===== src/shared/dae_defines.vh =====
`ifndef DAE_DEFINES_VH
`define DAE_DEFINES_VH
// ********************************
// register offsets
// ********************************
`define DAE_REG_CTRL 4'h0
`define DAE_REG_A1TYPE 4'h1
`define DAE_REG_A2TYPE 4'h2
`define DAE_REG_A1HYS 4'h3
`define DAE_REG_A2HYS 4'h4
`define DAE_REG_A1VAL 4'h5
`define DAE_REG_A2VAL 4'h6
`define DAE_REG_HBTHR 4'h7
`define DAE_REG_HBHYS 4'h8
`define DAE_REG_STAT 4'h9
`define DAE_REG_IRQ 4'hA
`define DAE_REG_MASK 4'hB
`define DAE_REG_CUR 4'hC
// ********************************
// reset values
// ********************************
`define DAE_A1TYPE_RST 5'h01
`define DAE_A2TYPE_RST 5'h02
`define DAE_HYS_RST 16'h0005
`define DAE_A1VAL_RST 16'h03E8
`define DAE_A2VAL_RST 16'h0000
`define DAE_HBTHR_RST 6'h00
`define DAE_HBHYS_RST 6'h01
// ********************************
// limits and codes
// ********************************
`define DAE_A1_MAX 5'h15
`define DAE_A2_MAX 5'h14
`define DAE_HB_CODE 5'h15
`define DAE_HB_MAX 6'h32
`define DAE_PCT_MAX 16'h03E8
`define DAE_PCT_MIN 16'hFC18
`define DAE_TYPE_OFF 5'h00
`endif


===== src/rtl/dae_alarm.v =====
// Chosen here: the register offsets and the Avalon-MM slave port.
`timescale 1ns/1ps
`default_nettype none
`include "dae_defines.vh"
// Behaviour
// - two alarms, own type and hysteresis
// - alarm1 type off or 1-21, default 1
// - alarm2 type off or 1-20, default 2, optional
// - heater break only alarm1 code 21
// - heater break off in current-loop mode
// - heater threshold off or 1-50 A
// - measure heater current, expose, warn
// - hysteresis 0.0-100.0 %, default 0.5 %
// - alarm value -100..100 %, defaults 100/0
// - base codes absolute, deviation, band
// - inverted codes reverse contact sense
// - hold codes 11-20 mapping
// - hold suppresses alarm until first crossing
module dae_alarm #(
  parameter ALARM2_FITTED = 1
) (
  input wire mclk,
  input wire nrst,
  input wire [3:0] avs_address,
  input wire avs_read,
  input wire avs_write,
  input wire [31:0] avs_writedata,
  output reg [31:0] avs_readdata,
  output reg avs_waitrequest,
  input wire signed [15:0] process_value,
  input wire signed [15:0] target_setpoint,
  input wire [5:0] heater_current_sensor,
  input wire current_loop_drive_mode,
  output reg alarm1_lamp_ff,
  output reg alarm1_contact_ff,
  output reg alarm2_lamp_ff,
  output reg alarm2_contact_ff,
  output reg heater_break_alarm_ff,
  output reg irq_ff
);
  // ********************************
  // type decode
  // ********************************
  // base kind: 1 upper abs,2 lower abs,3 upper dev,4 lower dev,7 band out,8 band in
  function [3:0] base_kind;
    input [4:0] c;
    begin
      case (c)
        5'h01, 5'h09, 5'h0B, 5'h13: base_kind = 4'h1;
        5'h02, 5'h0A, 5'h0C, 5'h14: base_kind = 4'h2;
        5'h03, 5'h05, 5'h0D, 5'h0F: base_kind = 4'h3;
        5'h04, 5'h06, 5'h0E, 5'h10: base_kind = 4'h4;
        5'h07, 5'h11: base_kind = 4'h7;
        5'h08, 5'h12: base_kind = 4'h8;
        default: base_kind = 4'h0;
      endcase
    end
  endfunction
  function is_inv;
    input [4:0] c;
    begin
      is_inv = (c == 5'h09) || (c == 5'h0A) || (c == 5'h05) || (c == 5'h06) ||
        (c == 5'h13) || (c == 5'h14) || (c == 5'h0F) || (c == 5'h10);
    end
  endfunction
  function is_hold;
    input [4:0] c;
    begin
      is_hold = (c >= 5'h0B) && (c <= 5'h14);
    end
  endfunction
  // next alarm state with hysteresis; x compared, v threshold
  function eval;
    input [3:0] k;
    input signed [17:0] x;
    input signed [17:0] v;
    input signed [17:0] h;
    input cur;
    reg signed [17:0] av;
    begin
      av = (v < 0) ? -v : v;
      case (k)
        4'h1, 4'h3: eval = cur ? (x > v - h) : (x > v);
        4'h2, 4'h4: eval = cur ? (x < v + h) : (x < v);
        4'h7: eval = cur ? ((x > av - h) || (x < -av + h)) : ((x > av) || (x < -av));
        4'h8: eval = cur ? ((x <= av + h) && (x >= -av - h)) : ((x <= av) && (x >= -av));
        default: eval = 1'b0;
      endcase
    end
  endfunction
  // ********************************
  // registers
  // ********************************
  reg [4:0] a1type_ff;
  reg [4:0] a2type_ff;
  reg [15:0] a1hys_ff;
  reg [15:0] a2hys_ff;
  reg [15:0] a1val_ff;
  reg [15:0] a2val_ff;
  reg [5:0] hbthr_ff;
  reg [5:0] hbhys_ff;
  reg [2:0] irq_stat_ff;
  reg [2:0] irq_mask_ff;
  reg a1_act_ff;
  reg a2_act_ff;
  reg a1_armed_ff;
  reg a2_armed_ff;
  reg hb_act_ff;
  reg [5:0] cur_ff;
  // write lands at the edge where the master sees waitrequest low
  wire wr_en = avs_write && !avs_waitrequest;
  wire rd_en = avs_read && avs_waitrequest;
  wire [15:0] wd16 = avs_writedata[15:0];
  wire signed [15:0] wds = avs_writedata[15:0];
  wire in_pct = (wds >= $signed(`DAE_PCT_MIN)) && (wds <= $signed(`DAE_PCT_MAX));
  wire hys_ok = (wd16 <= `DAE_PCT_MAX);
  always @(posedge mclk) begin
    if (!nrst) begin
      avs_waitrequest <= 1'b1;
      avs_readdata <= 32'h00000000;
      a1type_ff <= `DAE_A1TYPE_RST;
      a2type_ff <= ALARM2_FITTED ? `DAE_A2TYPE_RST : `DAE_TYPE_OFF;
      a1hys_ff <= `DAE_HYS_RST;
      a2hys_ff <= `DAE_HYS_RST;
      a1val_ff <= `DAE_A1VAL_RST;
      a2val_ff <= `DAE_A2VAL_RST;
      hbthr_ff <= `DAE_HBTHR_RST;
      hbhys_ff <= `DAE_HBHYS_RST;
      irq_mask_ff <= 3'h0;
    end else begin
      avs_waitrequest <= !(avs_read || avs_write) || !avs_waitrequest;
      if (wr_en) begin
        if (avs_address == `DAE_REG_A1TYPE) begin
          if (avs_writedata[4:0] <= `DAE_A1_MAX)
            a1type_ff <= avs_writedata[4:0];
        end else if (avs_address == `DAE_REG_A2TYPE) begin
          if (ALARM2_FITTED && avs_writedata[4:0] <= `DAE_A2_MAX)
            a2type_ff <= avs_writedata[4:0];
        end else if (avs_address == `DAE_REG_A1HYS) begin
          if (hys_ok)
            a1hys_ff <= wd16;
        end else if (avs_address == `DAE_REG_A2HYS) begin
          if (hys_ok)
            a2hys_ff <= wd16;
        end else if (avs_address == `DAE_REG_A1VAL) begin
          if (in_pct)
            a1val_ff <= wd16;
        end else if (avs_address == `DAE_REG_A2VAL) begin
          if (in_pct)
            a2val_ff <= wd16;
        end else if (avs_address == `DAE_REG_HBTHR) begin
          if (avs_writedata[5:0] <= `DAE_HB_MAX)
            hbthr_ff <= avs_writedata[5:0];
        end else if (avs_address == `DAE_REG_HBHYS) begin
          if (avs_writedata[5:0] <= `DAE_HB_MAX)
            hbhys_ff <= avs_writedata[5:0];
        end else if (avs_address == `DAE_REG_MASK) begin
          irq_mask_ff <= avs_writedata[2:0];
        end
      end
      if (rd_en) begin
        if (avs_address == `DAE_REG_A1TYPE)
          avs_readdata <= {27'h0000000, a1type_ff};
        else if (avs_address == `DAE_REG_A2TYPE)
          avs_readdata <= {27'h0000000, a2type_ff};
        else if (avs_address == `DAE_REG_A1HYS)
          avs_readdata <= {16'h0000, a1hys_ff};
        else if (avs_address == `DAE_REG_A2HYS)
          avs_readdata <= {16'h0000, a2hys_ff};
        else if (avs_address == `DAE_REG_A1VAL)
          avs_readdata <= {16'h0000, a1val_ff};
        else if (avs_address == `DAE_REG_A2VAL)
          avs_readdata <= {16'h0000, a2val_ff};
        else if (avs_address == `DAE_REG_HBTHR)
          avs_readdata <= {26'h0000000, hbthr_ff};
        else if (avs_address == `DAE_REG_HBHYS)
          avs_readdata <= {26'h0000000, hbhys_ff};
        else if (avs_address == `DAE_REG_STAT)
          avs_readdata <= {25'h0000000, a2_armed_ff, a1_armed_ff, hb_act_ff,
            a2_act_ff, a1_act_ff, 1'b0, current_loop_drive_mode};
        else if (avs_address == `DAE_REG_IRQ)
          avs_readdata <= {29'h00000000, irq_stat_ff};
        else if (avs_address == `DAE_REG_MASK)
          avs_readdata <= {29'h00000000, irq_mask_ff};
        else if (avs_address == `DAE_REG_CUR)
          avs_readdata <= {26'h0000000, cur_ff};
        else
          avs_readdata <= 32'h00000000;
      end
    end
  end
  // ********************************
  // evaluation
  // ********************************
  wire signed [17:0] proc_x = {{2{process_value[15]}}, process_value};
  wire signed [17:0] dev_x = proc_x - {{2{target_setpoint[15]}}, target_setpoint};
  wire [3:0] k1 = base_kind(a1type_ff);
  wire [3:0] k2 = base_kind(a2type_ff);
  wire signed [17:0] x1 = (k1 == 4'h1 || k1 == 4'h2) ? proc_x : dev_x;
  wire signed [17:0] x2 = (k2 == 4'h1 || k2 == 4'h2) ? proc_x : dev_x;
  wire signed [17:0] v1 = {{2{a1val_ff[15]}}, a1val_ff};
  wire signed [17:0] v2 = {{2{a2val_ff[15]}}, a2val_ff};
  wire signed [17:0] h1 = {2'h0, a1hys_ff};
  wire signed [17:0] h2 = {2'h0, a2hys_ff};
  wire raw1 = eval(k1, x1, v1, h1, a1_act_ff);
  wire raw2 = eval(k2, x2, v2, h2, a2_act_ff);
  // armed once the condition has been clear since reset, whatever the type
  wire nxt_a1_armed = a1_armed_ff || !raw1;
  wire nxt_a2_armed = a2_armed_ff || !raw2;
  wire nxt_a1_act = raw1 && (a1_armed_ff || !is_hold(a1type_ff));
  wire nxt_a2_act = raw2 && (a2_armed_ff || !is_hold(a2type_ff)) &&
    (ALARM2_FITTED != 0);
  wire hb_en = (a1type_ff == `DAE_HB_CODE) && (hbthr_ff != `DAE_HBTHR_RST) &&
    !current_loop_drive_mode;
  wire [6:0] hb_rel = {1'b0, hbthr_ff} + {1'b0, hbhys_ff};
  wire nxt_hb_act = hb_en && (hb_act_ff ? ({1'b0, cur_ff} < hb_rel) :
    (cur_ff < hbthr_ff));
  wire [2:0] ev = {nxt_hb_act & ~hb_act_ff, nxt_a2_act & ~a2_act_ff, nxt_a1_act & ~a1_act_ff};
  wire [2:0] clr = (wr_en && avs_address == `DAE_REG_IRQ) ? avs_writedata[2:0] : 3'h0;
  always @(posedge mclk) begin
    if (!nrst) begin
      a1_act_ff <= 1'b0;
      a2_act_ff <= 1'b0;
      a1_armed_ff <= 1'b0;
      a2_armed_ff <= 1'b0;
      hb_act_ff <= 1'b0;
      cur_ff <= 6'h00;
      irq_stat_ff <= 3'h0;
      irq_ff <= 1'b0;
      alarm1_lamp_ff <= 1'b0;
      alarm1_contact_ff <= 1'b0;
      alarm2_lamp_ff <= 1'b0;
      alarm2_contact_ff <= 1'b0;
      heater_break_alarm_ff <= 1'b0;
    end else begin
      cur_ff <= heater_current_sensor;
      a1_armed_ff <= nxt_a1_armed;
      a2_armed_ff <= nxt_a2_armed;
      a1_act_ff <= nxt_a1_act;
      a2_act_ff <= nxt_a2_act;
      hb_act_ff <= nxt_hb_act;
      irq_stat_ff <= (irq_stat_ff & ~clr) | ev;
      irq_ff <= |(((irq_stat_ff & ~clr) | ev) & irq_mask_ff);
      alarm1_lamp_ff <= (a1type_ff == `DAE_HB_CODE) ? nxt_hb_act : nxt_a1_act;
      alarm1_contact_ff <= (a1type_ff == `DAE_HB_CODE) ? nxt_hb_act :
        (is_inv(a1type_ff) ? !nxt_a1_act : nxt_a1_act);
      alarm2_lamp_ff <= nxt_a2_act;
      alarm2_contact_ff <= (a2type_ff == `DAE_TYPE_OFF) ? 1'b0 :
        (is_inv(a2type_ff) ? !nxt_a2_act : nxt_a2_act);
      heater_break_alarm_ff <= nxt_hb_act;
    end
  end
endmodule // dae_alarm
`default_nettype wire


===== config.mk =====
export PLATFORM = sky130hd
export DESIGN_NAME = dae_alarm
export DESIGN_NICKNAME = d
export VERILOG_FILES = /design/src/rtl/dae_alarm.v
export VERILOG_INCLUDE_DIRS = /design/src /design/src/shared
export SDC_FILE = /design/constraint.sdc
export NUM_CORES = 1
export LEC_CHECK = 0
export BUFFER_PORTS_ARGS = -buffer_cell sky130_fd_sc_hd__buf_2
export CORE_MARGIN = 3
export CORE_UTILIZATION = 55
export CTS_BUF_LIST = sky130_fd_sc_hd__clkbuf_8
export CTS_CLUSTER_DIAMETER = 40
export CTS_CLUSTER_SIZE = 16
export DETAILED_ROUTE_END_ITERATION = 16
export PLACE_DENSITY = 0.76
export SETUP_SLACK_MARGIN = 0.3
export SYNTH_ARGS = -nofsm -noshare
export SYNTH_HDL_FRONTEND = slang
export SYNTH_SLANG_ARGS = --single-unit

===== constraint.sdc =====
create_clock -name mclk -period 6.5 [get_ports mclk]
set_clock_uncertainty 0.05 [all_clocks]
set_input_delay 1.3 -clock mclk [delete_from_list [all_inputs] [get_ports mclk]]
set_output_delay 1.3 -clock mclk [all_outputs]
set_load 0.02 [all_outputs]

Yosys cells after proc, flatten, opt, wreduce, memory -nomap -nowiden
Memory sizes are Yosys's and may differ from the RTL's. A register that Yosys moved wholly into a read port is not among the register bits.
Index checks and enable logic that the tools add are counted.
{"block": "totals", "regBits": 140, "romBits": 256, "inputBits": 79, "output_inout_bits": 39, "word_cells": 244, "mem_count": 2}
{"block": "classes", "n_addsub": 18, "n_lt_le_gt_ge": 38, "n_eq_ne": 41, "mux": 36, "bitwise": 19, "n_reduce_logical": 68}
{"name": "(no name shown)", "words": 32, "width": 4, "rd": 1, "rd_ports_with_merged_regs": 1, "wr": 0, "line_no": "dae_alarm.v:48", "text": "case (c)"}
{"name": "(no name shown)", "words": 32, "width": 4, "rd": 1, "rd_ports_with_merged_regs": 1, "wr": 0, "line_no": "dae_alarm.v:48"}
{"op": "$gt A18 B18 Y1", "n": 6}
{"op": "$lt A18 B18 Y1", "n": 6}
{"op": "$mux W16", "n": 6}
{"op": "$add A18 B17 Y18", "n": 4}
{"op": "$ge A18 B18 Y1", "n": 4}
{"op": "$le A18 B18 Y1", "n": 4}
{"op": "$mux W18", "n": 4}
{"op": "$sub A18 B17 Y18", "n": 4}
{"op": "$add A16 B17 Y18", "n": 2}
{"op": "$gt A18 B16 Y1", "n": 2}
{"op": "$lt A18 B16 Y1", "n": 2}
{"op": "$neg A16 Y18", "n": 2}
{"op": "$neg A18 Y18", "n": 2}
{"op": "$sub A16 B17 Y18", "n": 2}
{"op": "$eq A5 B5 Y1 const B", "n": 7}
{"op": "$eq A4 B3 Y1 const B", "n": 8}
{"op": "$logic_and A32 B1 Y1 const A", "n": 1}
{"op": "$lt A16 B1 Y1 const B", "n": 2}
{"op": "$eq A5 B4 Y1 const B", "n": 6}
{"op": "$eq A4 B4 Y1 const B", "n": 7}
{"op": "$logic_or A1 B1 Y1", "n": 26}
{"op": "$eq A4 B2 Y1 const B", "n": 6}
{"op": "$mux W7", "n": 3}
{"op": "$eq A5 B3 Y1 const B", "n": 4}
{"op": "other kinds (35)", "n": 100}

Depth between registers and ports, before layout
Gate-level depths: netlist of run 1.
{"block": "logic_depth", "word_depth": 13, "ltp_mapped": 35, "mapped_depth_nobuf": 33}

Worst setup path after synthesis of run 1
No wires, ideal clock.
{"block": "synth_timing", "path_kind": "in2reg", "from": "input process_value[0]", "to": "register irq_stat_ff[1]", "setup_time_ns": 0.116, "arrival_time_ns": 6.891, "required_time_ns": 6.334, "slack_ns": -0.558, "cell_stages": 27, "path_buffers": 0, "cell_sequence": "inv_1 ha_1 inv_1 fa_1 a21o_1 a221oi_2 o21bai_1 a21oi_1 o21bai_1 a21oi_1 o21bai_1 a21oi_1 o21bai_1 a21oi_1 nor2b_1 o211ai_1 ha_1 a2111oi_0 nand3_1 nor3_1 a222oi_1 o21ai_0 nor3_1 nor4_1 o211ai_1 and2_1 a41o_1"}
{"block": "synth_via", "elab_chain_len": 9, "elab_cells_between_ends": 26, "cone_classes": "1 x add/sub; 12 x order compare; 6 x mux; 2 x bitwise; 5 x reduce/logical"}
{"element": "from (decl)", "line_no": "dae_alarm.v:30", "text": "input wire signed [15:0] process_value,"}
{"element": "$sub A16 B16 Y17", "line_no": "dae_alarm.v:196", "text": "wire signed [17:0] dev_x = proc_x - {{2{target_setpoint[15]}}, target_setpoint};"}
{"element": "$mux W18 *", "line_no": "dae_alarm.v:200", "text": "wire signed [17:0] x2 = (k2 == 4'h1 || k2 == 4'h2) ? proc_x : dev_x;"}
{"element": "$le A18 B18 Y1 (tied with other cells)", "line_no": "dae_alarm.v:86", "text": "4'h8: eval = cur ? ((x <= av + h) && (x >= -av - h)) : ((x <= av) && (x >= -av));"}
{"element": "$logic_and A1 B1 Y1 or $logic_or A1 B1 Y1 (tied branches)", "line_no": "dae_alarm.v:86, dae_alarm.v:85"}
{"element": "$mux W1, on equally long branches", "line_no": "dae_alarm.v:86, dae_alarm.v:85"}
{"element": "$pmux W1 S4 *", "line_no": "dae_alarm.v:82", "text": "case (k)"}
{"element": "$logic_and A1 B1 Y1 *", "line_no": "dae_alarm.v:211", "text": "wire nxt_a2_act = raw2 && (a2_armed_ff || !is_hold(a2type_ff)) &&"}
{"element": "$and A1 B1 Y1 *", "line_no": "dae_alarm.v:218", "text": "wire [2:0] ev = {nxt_hb_act & ~hb_act_ff, nxt_a2_act & ~a2_act_ff, nxt_a1_act & ~a1_act_ff};"}
{"element": "$or A3 B3 Y3 *", "line_no": "dae_alarm.v:242", "text": "irq_stat_ff <= (irq_stat_ff & ~clr) | ev;"}
{"element": "to (signal assigned)", "line_no": "dae_alarm.v:242"}
{"element": "to (decl)", "line_no": "dae_alarm.v:102", "text": "reg [2:0] irq_stat_ff;"}
Every way passes the cells marked *; elsewhere a longest branch is shown, timed or not.
A chain may end at the register's enable or synchronous reset.

Worst setup path after layout of run 1
{"block": "layout_timing", "from": "register a2val_ff[0]", "to": "register irq_stat_ff[1]"}
{"block": "layout_via", "elab_chain_len": 11, "elab_cells_between_ends": 34, "cone_classes": "8 x add/sub; 13 x order compare; 6 x mux; 2 x bitwise; 5 x reduce/logical"}
{"element": "from (decl)", "line_no": "dae_alarm.v:99", "text": "reg [15:0] a2val_ff;"}
{"element": "from (signal assigned)", "line_no": "dae_alarm.v:126", "text": "a2val_ff <= `DAE_A2VAL_RST;"}
{"element": "from (signal assigned)", "line_no": "dae_alarm.v:150", "text": "a2val_ff <= wd16;"}
{"element": "$neg A16 Y18 or $lt A16 B1 Y1 (tied branches)", "line_no": "dae_alarm.v:81", "text": "av = (v < 0) ? -v : v;"}
{"element": "$mux W18", "line_no": "dae_alarm.v:81"}
{"element": "$neg A18 Y18", "line_no": "dae_alarm.v:85, dae_alarm.v:86"}
{"element": "$sub A18 B17 Y18 or $add A18 B17 Y18 (tied branches)", "line_no": "dae_alarm.v:86, dae_alarm.v:85"}
{"element": "$ge A18 B18 Y1 or $lt A18 B18 Y1 (tied branches)", "line_no": "dae_alarm.v:86, dae_alarm.v:85"}
{"element": "$logic_and A1 B1 Y1 or $logic_or A1 B1 Y1 (tied branches)", "line_no": "dae_alarm.v:86, dae_alarm.v:85"}
{"element": "$mux W1, on equally long branches", "line_no": "dae_alarm.v:86, dae_alarm.v:85"}
{"element": "$pmux W1 S4 *", "line_no": "dae_alarm.v:82"}
{"element": "$logic_and A1 B1 Y1 *", "line_no": "dae_alarm.v:211"}
{"element": "$and A1 B1 Y1 *", "line_no": "dae_alarm.v:218"}
{"element": "$or A3 B3 Y3 *", "line_no": "dae_alarm.v:242"}
Marked as above.

==> flow_summary.yaml, run 1 <==
grt:
  use_met1_pct: 46.9
  grt.busiest_layer: "met2"
  track_usage_pct: 34.6
  grt_overflow: 0
  grt_max_degree: 92
  use_met2_pct: 55.2
  grt_pass1_wl_um: 129000
  grt_pass1_vias: 24400
  use_met3_pct: 4.79
  antenna_found_initial: 0
logic_synthesis:
  yosys_warnings: 0
  synth_ff_type: "dfxtp_1"
  ys_seq_area_share_pct: 11.0
  syn_inst: 3163
  synth_cell_types: 96
  synth_edf_count: 0
  syn_avg_cell_area_um2: 7.62
  synthesis.area_um2: 24100
  synth_seq_cells: 132
  synthArstFlopShare_pct: 0
die:
  io_pins: 118
  start_util_pct: 55.8
  coreArea_um2: 43200
  std_cell_rows: 76
  die_x_um: 215
  die_y_um: 215
  die-area_um2: 46400
setup_path:
  crit_type: "reg -> reg"
  reg2reg_slack_ps: -70
  cp-end-kind: "flip-flop"
  critPathArrivalTime_ps: 6880
  max_stage_delay_ps: 380
  critPathSlowestCell: "or3b_4"
  worstPathRequired_ps: 6810
  crit_fanout: 4
  r2r-start: "a2val_ff[0]"
  ff2ff_path_depth: 31
  r2r-end: "irq_stat_ff[1]"
  cp-start-kind: "flip-flop"
routing:
  drt_wl_total_um: 84600
  wl_per_cell_um: 20.7
  vias: 25300
  firstDrtPassIters: 8
  drc: 0
  routed_via_density: 6.19
  antenna_left: 0
  drt-initial-drc-count: 2365
clocking:
  cts_buffers: 17
  root_buffer: "clkbuf_8"
  hold_buffers: 0
  cts_buffer_depth: 2
  cts.clk_slew.worst_paths_ps: 80
  htree_levels: 4
  clock_sinks: 132
  clk_latency_ps: 460
  cts_tree: "yes"
job:
  cap_violations: 0
power_and_ir_drop:
  peakVddDrop_v: 0.000154
  leakagePower_uw: 0.0139
  p_per_area_nw_per_um2: 82.7
min_path:
  holdPathStages: 1
  hold_start: "avs_waitrequest"
  hold_class: "reg -> reg"
  hold_end: "avs_waitrequest"
status:
  status: "complete, but fails checks"
  violations: "setup timing"
layout:
  num_antenna_cells: 0
  layout-drive-gt1-share_pct: 18.6
  design_area_um2: 28800
  seq_area_um2: 2650
  multi_input_comb_area_um2: 21000
  layout.nets: 4109
  fill_cells: 3645
  syn_to_final_growth_pct: 19.3
sta:
  layout_setup_ws_ps: -73.1
  finalHoldViolCount: 0
  drv_slew: 0
  post-route-period-util_pct: 101
  slew_headroom_pct: 22.2
  setup_viol: 1
  rsz0062_at_grt: "yes"
  fin_crit_ps: 6570
  fmax_mhz: 152
  tightest_slew_ps: 1160
placed_design:
  dpl_cell_area_um2: 26900
  gp_congestion: 1.04
  pre_cts_ws_ps: -293
  dp_hpwl_um: 68900
  port_buffers: 85
## worst max-delay path, delay by kind of cell, from the launching register on
kind	cells	cell delay [ps]
adders and majority gates	3	650
and+or+nand+nor	13	2810
DFF	1	330
AOI/OAI and AO/OA	10	1850
buffers and inverters	4	600
xor gates and xnor gates	1	170
## synth_stat cells, types with 59 or more instances
cell | instances | area share, %
clkbuf_1 | 74 | 1.2
nand3_1 | 65 | 1.3
xnor2_1 | 208 | 7.6
ha_1 | 527 | 27
a21oi_1 | 247 | 5.1
nand2_1 | 208 | 3.2
nor3_1 | 69 | 1.4
a21o_1 | 86 | 2.7
nand2b_1 | 61 | 1.6
inv_1 | 302 | 4.7
dfxtp_1 | 132 | 11
nor2_1 | 236 | 3.7
nand4_1 | 59 | 1.5
o21ai_0 | 167 | 3.5
mux2i_1 | 75 | 3.1
nor2b_1 | 75 | 1.9
## cells by family after synthesis
kind of cell               share of synthesized area (%)
AOI/OAI and AO/OA                                   21.9
adders and majority gates                           28.7
muxes                                               3.21
other                                             0.0312
and+or+nand+nor                                     19.6
DFF                                                 11.0
xor gates and xnor gates                            8.90
buffers and inverters                               6.77
## layout by cell type, fill, tap and decap left out, types with 12 or more instances in the layout
cell type  netlist  layout
ha_1           527     507
inv_1          302     287
buf_4           17     285
a21oi_1        247     227
nor2_1         236     226
nand2_1        208     203
xnor2_1        208     186
o21ai_0        167     149
dfxtp_1        132     125
a21o_1          86      86
buf_2            1      85
nor2b_1         75      75
mux2i_1         75      75
nand3_1         65      63
nand2b_1        61      60
nand4_1         59      59
nor3_1          69      58
xor2_1          37      37
o21bai_1        31      31
o21a_1          31      30
and3_1          30      28
and2_1          25      24
o22ai_1         22      22
nor4_1          29      22
conb_1           2      22
o211ai_1        21      21
xnor2_2          0      20
a21oi_2          0      18
clkbuf_8         0      18
inv_2            4      17
or3_1           20      16
a22oi_1         16      16
buf_6            4      16
o31ai_1         27      14
a211oi_1        16      14
a21boi_0        13      12
fa_1            14      12
ha_4             0      12
## state kept, by name, indices dropped and copies added (netlist names), 4 cells and up
| signal | cells |
|---|---|
| a1hys_ff | 16 |
| a1type_ff | 5 |
| a1val_ff | 16 |
| a2hys_ff | 16 |
| a2type_ff | 5 |
| a2val_ff | 16 |
| avs_readdata | 16 |
| cur_ff | 6 |
| hbhys_ff | 6 |
| hbthr_ff | 6 |
| k1 | 4 |
| k2 | 4 |
## report_power, final
| part | switching (uW) | internal [uW] | total (uW) |
|---|---|---|---|
| registers | 26.1 | 825 | 851 |
| logic | 496 | 340 | 836 |
| clock network | 367 | 324 | 691 |
| total | 890 | 1490 | 2380 |
## metrics by stage
| stage | hold slack (ps) | utilization (%) | cells | power [uW] | TNS, ps |
|---|---|---|---|---|---|
| finish | 428 | 66.6 | 4087 | 2380 | -73.1 |
| global route | 456 | 66.6 | 4087 | 2490 | -1000 |
| CTS | 432 | 64.8 | 4064 | 2340 | 0 |
| detailed placement | 412 | 62.3 | 4003 | 1650 | -1950 |
| global placement | 391 | 62.3 | 4003 | 1620 | -1050 |
| floorplan | 390 | - | 3183 | 1350 | -40.8 |
## metal layers
layer  wire (um)  vias up
li1            -    11900
met1       36500    12000
met2       36800     1154
met3        7090      223
met4        4130        0
met5           0        -
## how the worst max path moves through the flow
| stage | start | end | depth (start not counted) | slack [ps] |
|---|---|---|---|---|
| 2_1_floorplan | process_value[0] | irq_stat_ff[1] | 27 | -40 |
| 3_3_place_gp | a2val_ff[0] | irq_stat_ff[1] | 31 | -220 |
| 3_5_place_dp | a2val_ff[1] | irq_stat_ff[1] | 31 | -290 |
| 4_1_cts | a2val_ff[0] | irq_stat_ff[1] | 38 | 90 |
| 5_1_grt | a2val_ff[0] | irq_stat_ff[1] | 36 | -270 |
| 6_report | a2val_ff[0] | irq_stat_ff[1] | 31 | -70 |
## layout make-up
type,count,area share [%]
Clock buffer,18,0.862
Clock inverter,14,0.509
Inverter,308,4.08
Multi-Input combinational cell,2642,73.1
Sequential cell,132,9.22
Tap cell,585,2.55
Timing Repair Buffer,388,9.69
## repair_timing
item                       in CTS  in global routing
resized for setup             109                124
pin swaps                      47                 77
setup endpoints to repair      10                 10
buffers inserted               29                 23
Note: power is estimated with default switching activity, not from simulation.
==> run 2, diff against run 1 <==
- CELL_PAD_IN_SITES_DETAIL_PLACEMENT: default -> 1
- CELL_PAD_IN_SITES_GLOBAL_PLACEMENT: default -> 1
- CORE_UTILIZATION: 55 -> 53
- PLACE_DENSITY: 0.76 -> default
- PLACE_DENSITY_LB_ADDON: default -> 0.1
- clock period: 6.5 -> 8.4 ns (I/O delays scaled with it)
==> run 2 against run 1 <==
  * The run now ends clean
  * Fmax decreased by 15%
  * Die area increased by 3.7%
  * Sequential share of layout area increased by 1.0 points
  * Non-clock buffer count decreased by 243
  * Sequential power decreased by 24%
  * Clock power decreased by 26%
  * Cell area decreased by 10%
  * Total power decreased by 25%
  * Flip-flop and latch count unchanged
  * Global-route usage increased by 2.8 points
  * Core utilization decreased by 8.8 points
  * Routed wire length increased by 9.2%
  * Critical path type unchanged
==> flow_summary.yaml, run 2 (synthesized netlist as in run 1, its figures left out) <==
status:
  status: "complete, no violations"
routing:
  routed_via_density: 6.38
  vias: 24600
  drt_wl_total_um: 92400
  antenna_left: 0
  wl_per_cell_um: 24.0
  firstDrtPassIters: 6
  drc: 0
  drt-initial-drc-count: 1755
die:
  die_y_um: 219
  io_pins: 118
  std_cell_rows: 77
  start_util_pct: 54.0
  die-area_um2: 48100
  coreArea_um2: 44600
  die_x_um: 219
clocking:
  hold_buffers: 0
  cts.clk_slew.worst_paths_ps: 90
  cts_tree: "yes"
  clk_latency_ps: 450
  cts_buffer_depth: 2
  cts_buffers: 17
  clock_sinks: 132
  htree_levels: 4
  root_buffer: "clkbuf_8"
setup_path:
  crit_type: "reg -> reg"
  worstPathRequired_ps: 8690
  cp-start-kind: "flip-flop"
  critPathSlowestCell: "or3b_4"
  critPathArrivalTime_ps: 8020
  max_stage_delay_ps: 490
  cp-end-kind: "flip-flop"
  crit_fanout: 9
power_and_ir_drop:
  p_per_area_nw_per_um2: 69.2
  peakVddDrop_v: 0.000116
  leakagePower_uw: 0.0123
sta:
  fin_crit_ps: 7720
  tightest_slew_ps: 1090
  slew_headroom_pct: 25.6
  setup_viol: 0
  post-route-period-util_pct: 91.9
  layout_setup_ws_ps: 678
  fmax_mhz: 130
  drv_slew: 0
  tns_ps: 0
  finalHoldViolCount: 0
  rsz0062_at_grt: "no"
layout:
  finish.utilization_pct: 57.8
  multi_input_comb_area_um2: 20000
  final_common_cell: "ha_1"
  design_area_um2: 25800
  layout.nets: 3866
  seq_area_um2: 2650
  fin_cells: 3852
  fill_cells: 5768
  layout_common_cells: "ha_1, inv_1, a21oi_1"
  syn_to_final_growth_pct: 6.98
  layout-drive-gt1-share_pct: 7.52
placed_design:
  port_buffers: 85
  dp_hpwl_um: 76700
  pre_cts_ws_ps: 264
  dpl_cell_area_um2: 25300
  dp_cells: 3816
  gp_congestion: 0.974
grt:
  grt_pass1_wl_um: 142000
  grt_overflow: 0
  track_usage_pct: 37.4
  grt_max_degree: 93
  antenna_found_initial: 2
  grt_pass1_vias: 25400
job:
  cap_violations: 0
min_path:
  hold_class: "reg -> reg"
==> run 2: final timing paths <==
kind | from | end | slack, ps | cells past startpoint
worst max-delay path | a2val_ff[0] | alarm2_contact_ff | 680 | 31
worst min-delay path | avs_waitrequest | avs_waitrequest | 430 | 1
worst max register to register | a2val_ff[0] | alarm2_contact_ff | 680 | 31
worst min register to register | avs_waitrequest | avs_waitrequest | 430 | 1
==> run 2: repair_timing <==
action,CTS,global route
setup endpoints to repair,0,10
buffers inserted,0,3
resized for setup,0,14
==> run 2: per-layer routing <==
| layer | GRT usage (%) | share of wire [%] | vias up | routed length, um |
|---|---|---|---|---|
| met5 | 0 | 0.030 | - | 28 |
| met4 | 15.1 | 4.3 | 4 | 3990 |
| met3 | 4.89 | 7.2 | 234 | 6690 |
| met2 | 61.4 | 45 | 911 | 41300 |
| met1 | 49.5 | 44 | 12000 | 40400 |
| li1 | - | - | 11400 | - |
==> run 2: report_power, final <==
part	total [uW]	switching (uW)	internal, uW
sequential	651	12.6	638
clock	512	277	235
combinational	620	394	226
total	1780	683	1100
==> run 2: area by class of cell <==
cell class                 count  area share, %
antenna                        1        0.00971
clock buffer                  17          0.908
clock inverter                15          0.514
inverter                     308           4.48
multi-input combinational   2642           77.6
sequential                   132           10.3
tap                          592           2.87
timing repair buffer         145           3.40
==> run 2: critical path, delay by kind of cell (launching register included) <==
family	cells	cell delay [ps]
simple gates	12	2940
compound gates	10	2330
buf+inv	3	570
fa+ha+maj	3	910
xor+xnor	3	500
flops	1	320
==> run 2: stage by stage <==
stage          total power (uW)  hold WS, ps
6_report                   1780          426
5_1_grt                    1870          479
4_1_cts                    1770          426
3_5_place_dp               1270          404
3_3_place_gp               1230          395
2_1_floorplan              1040          390
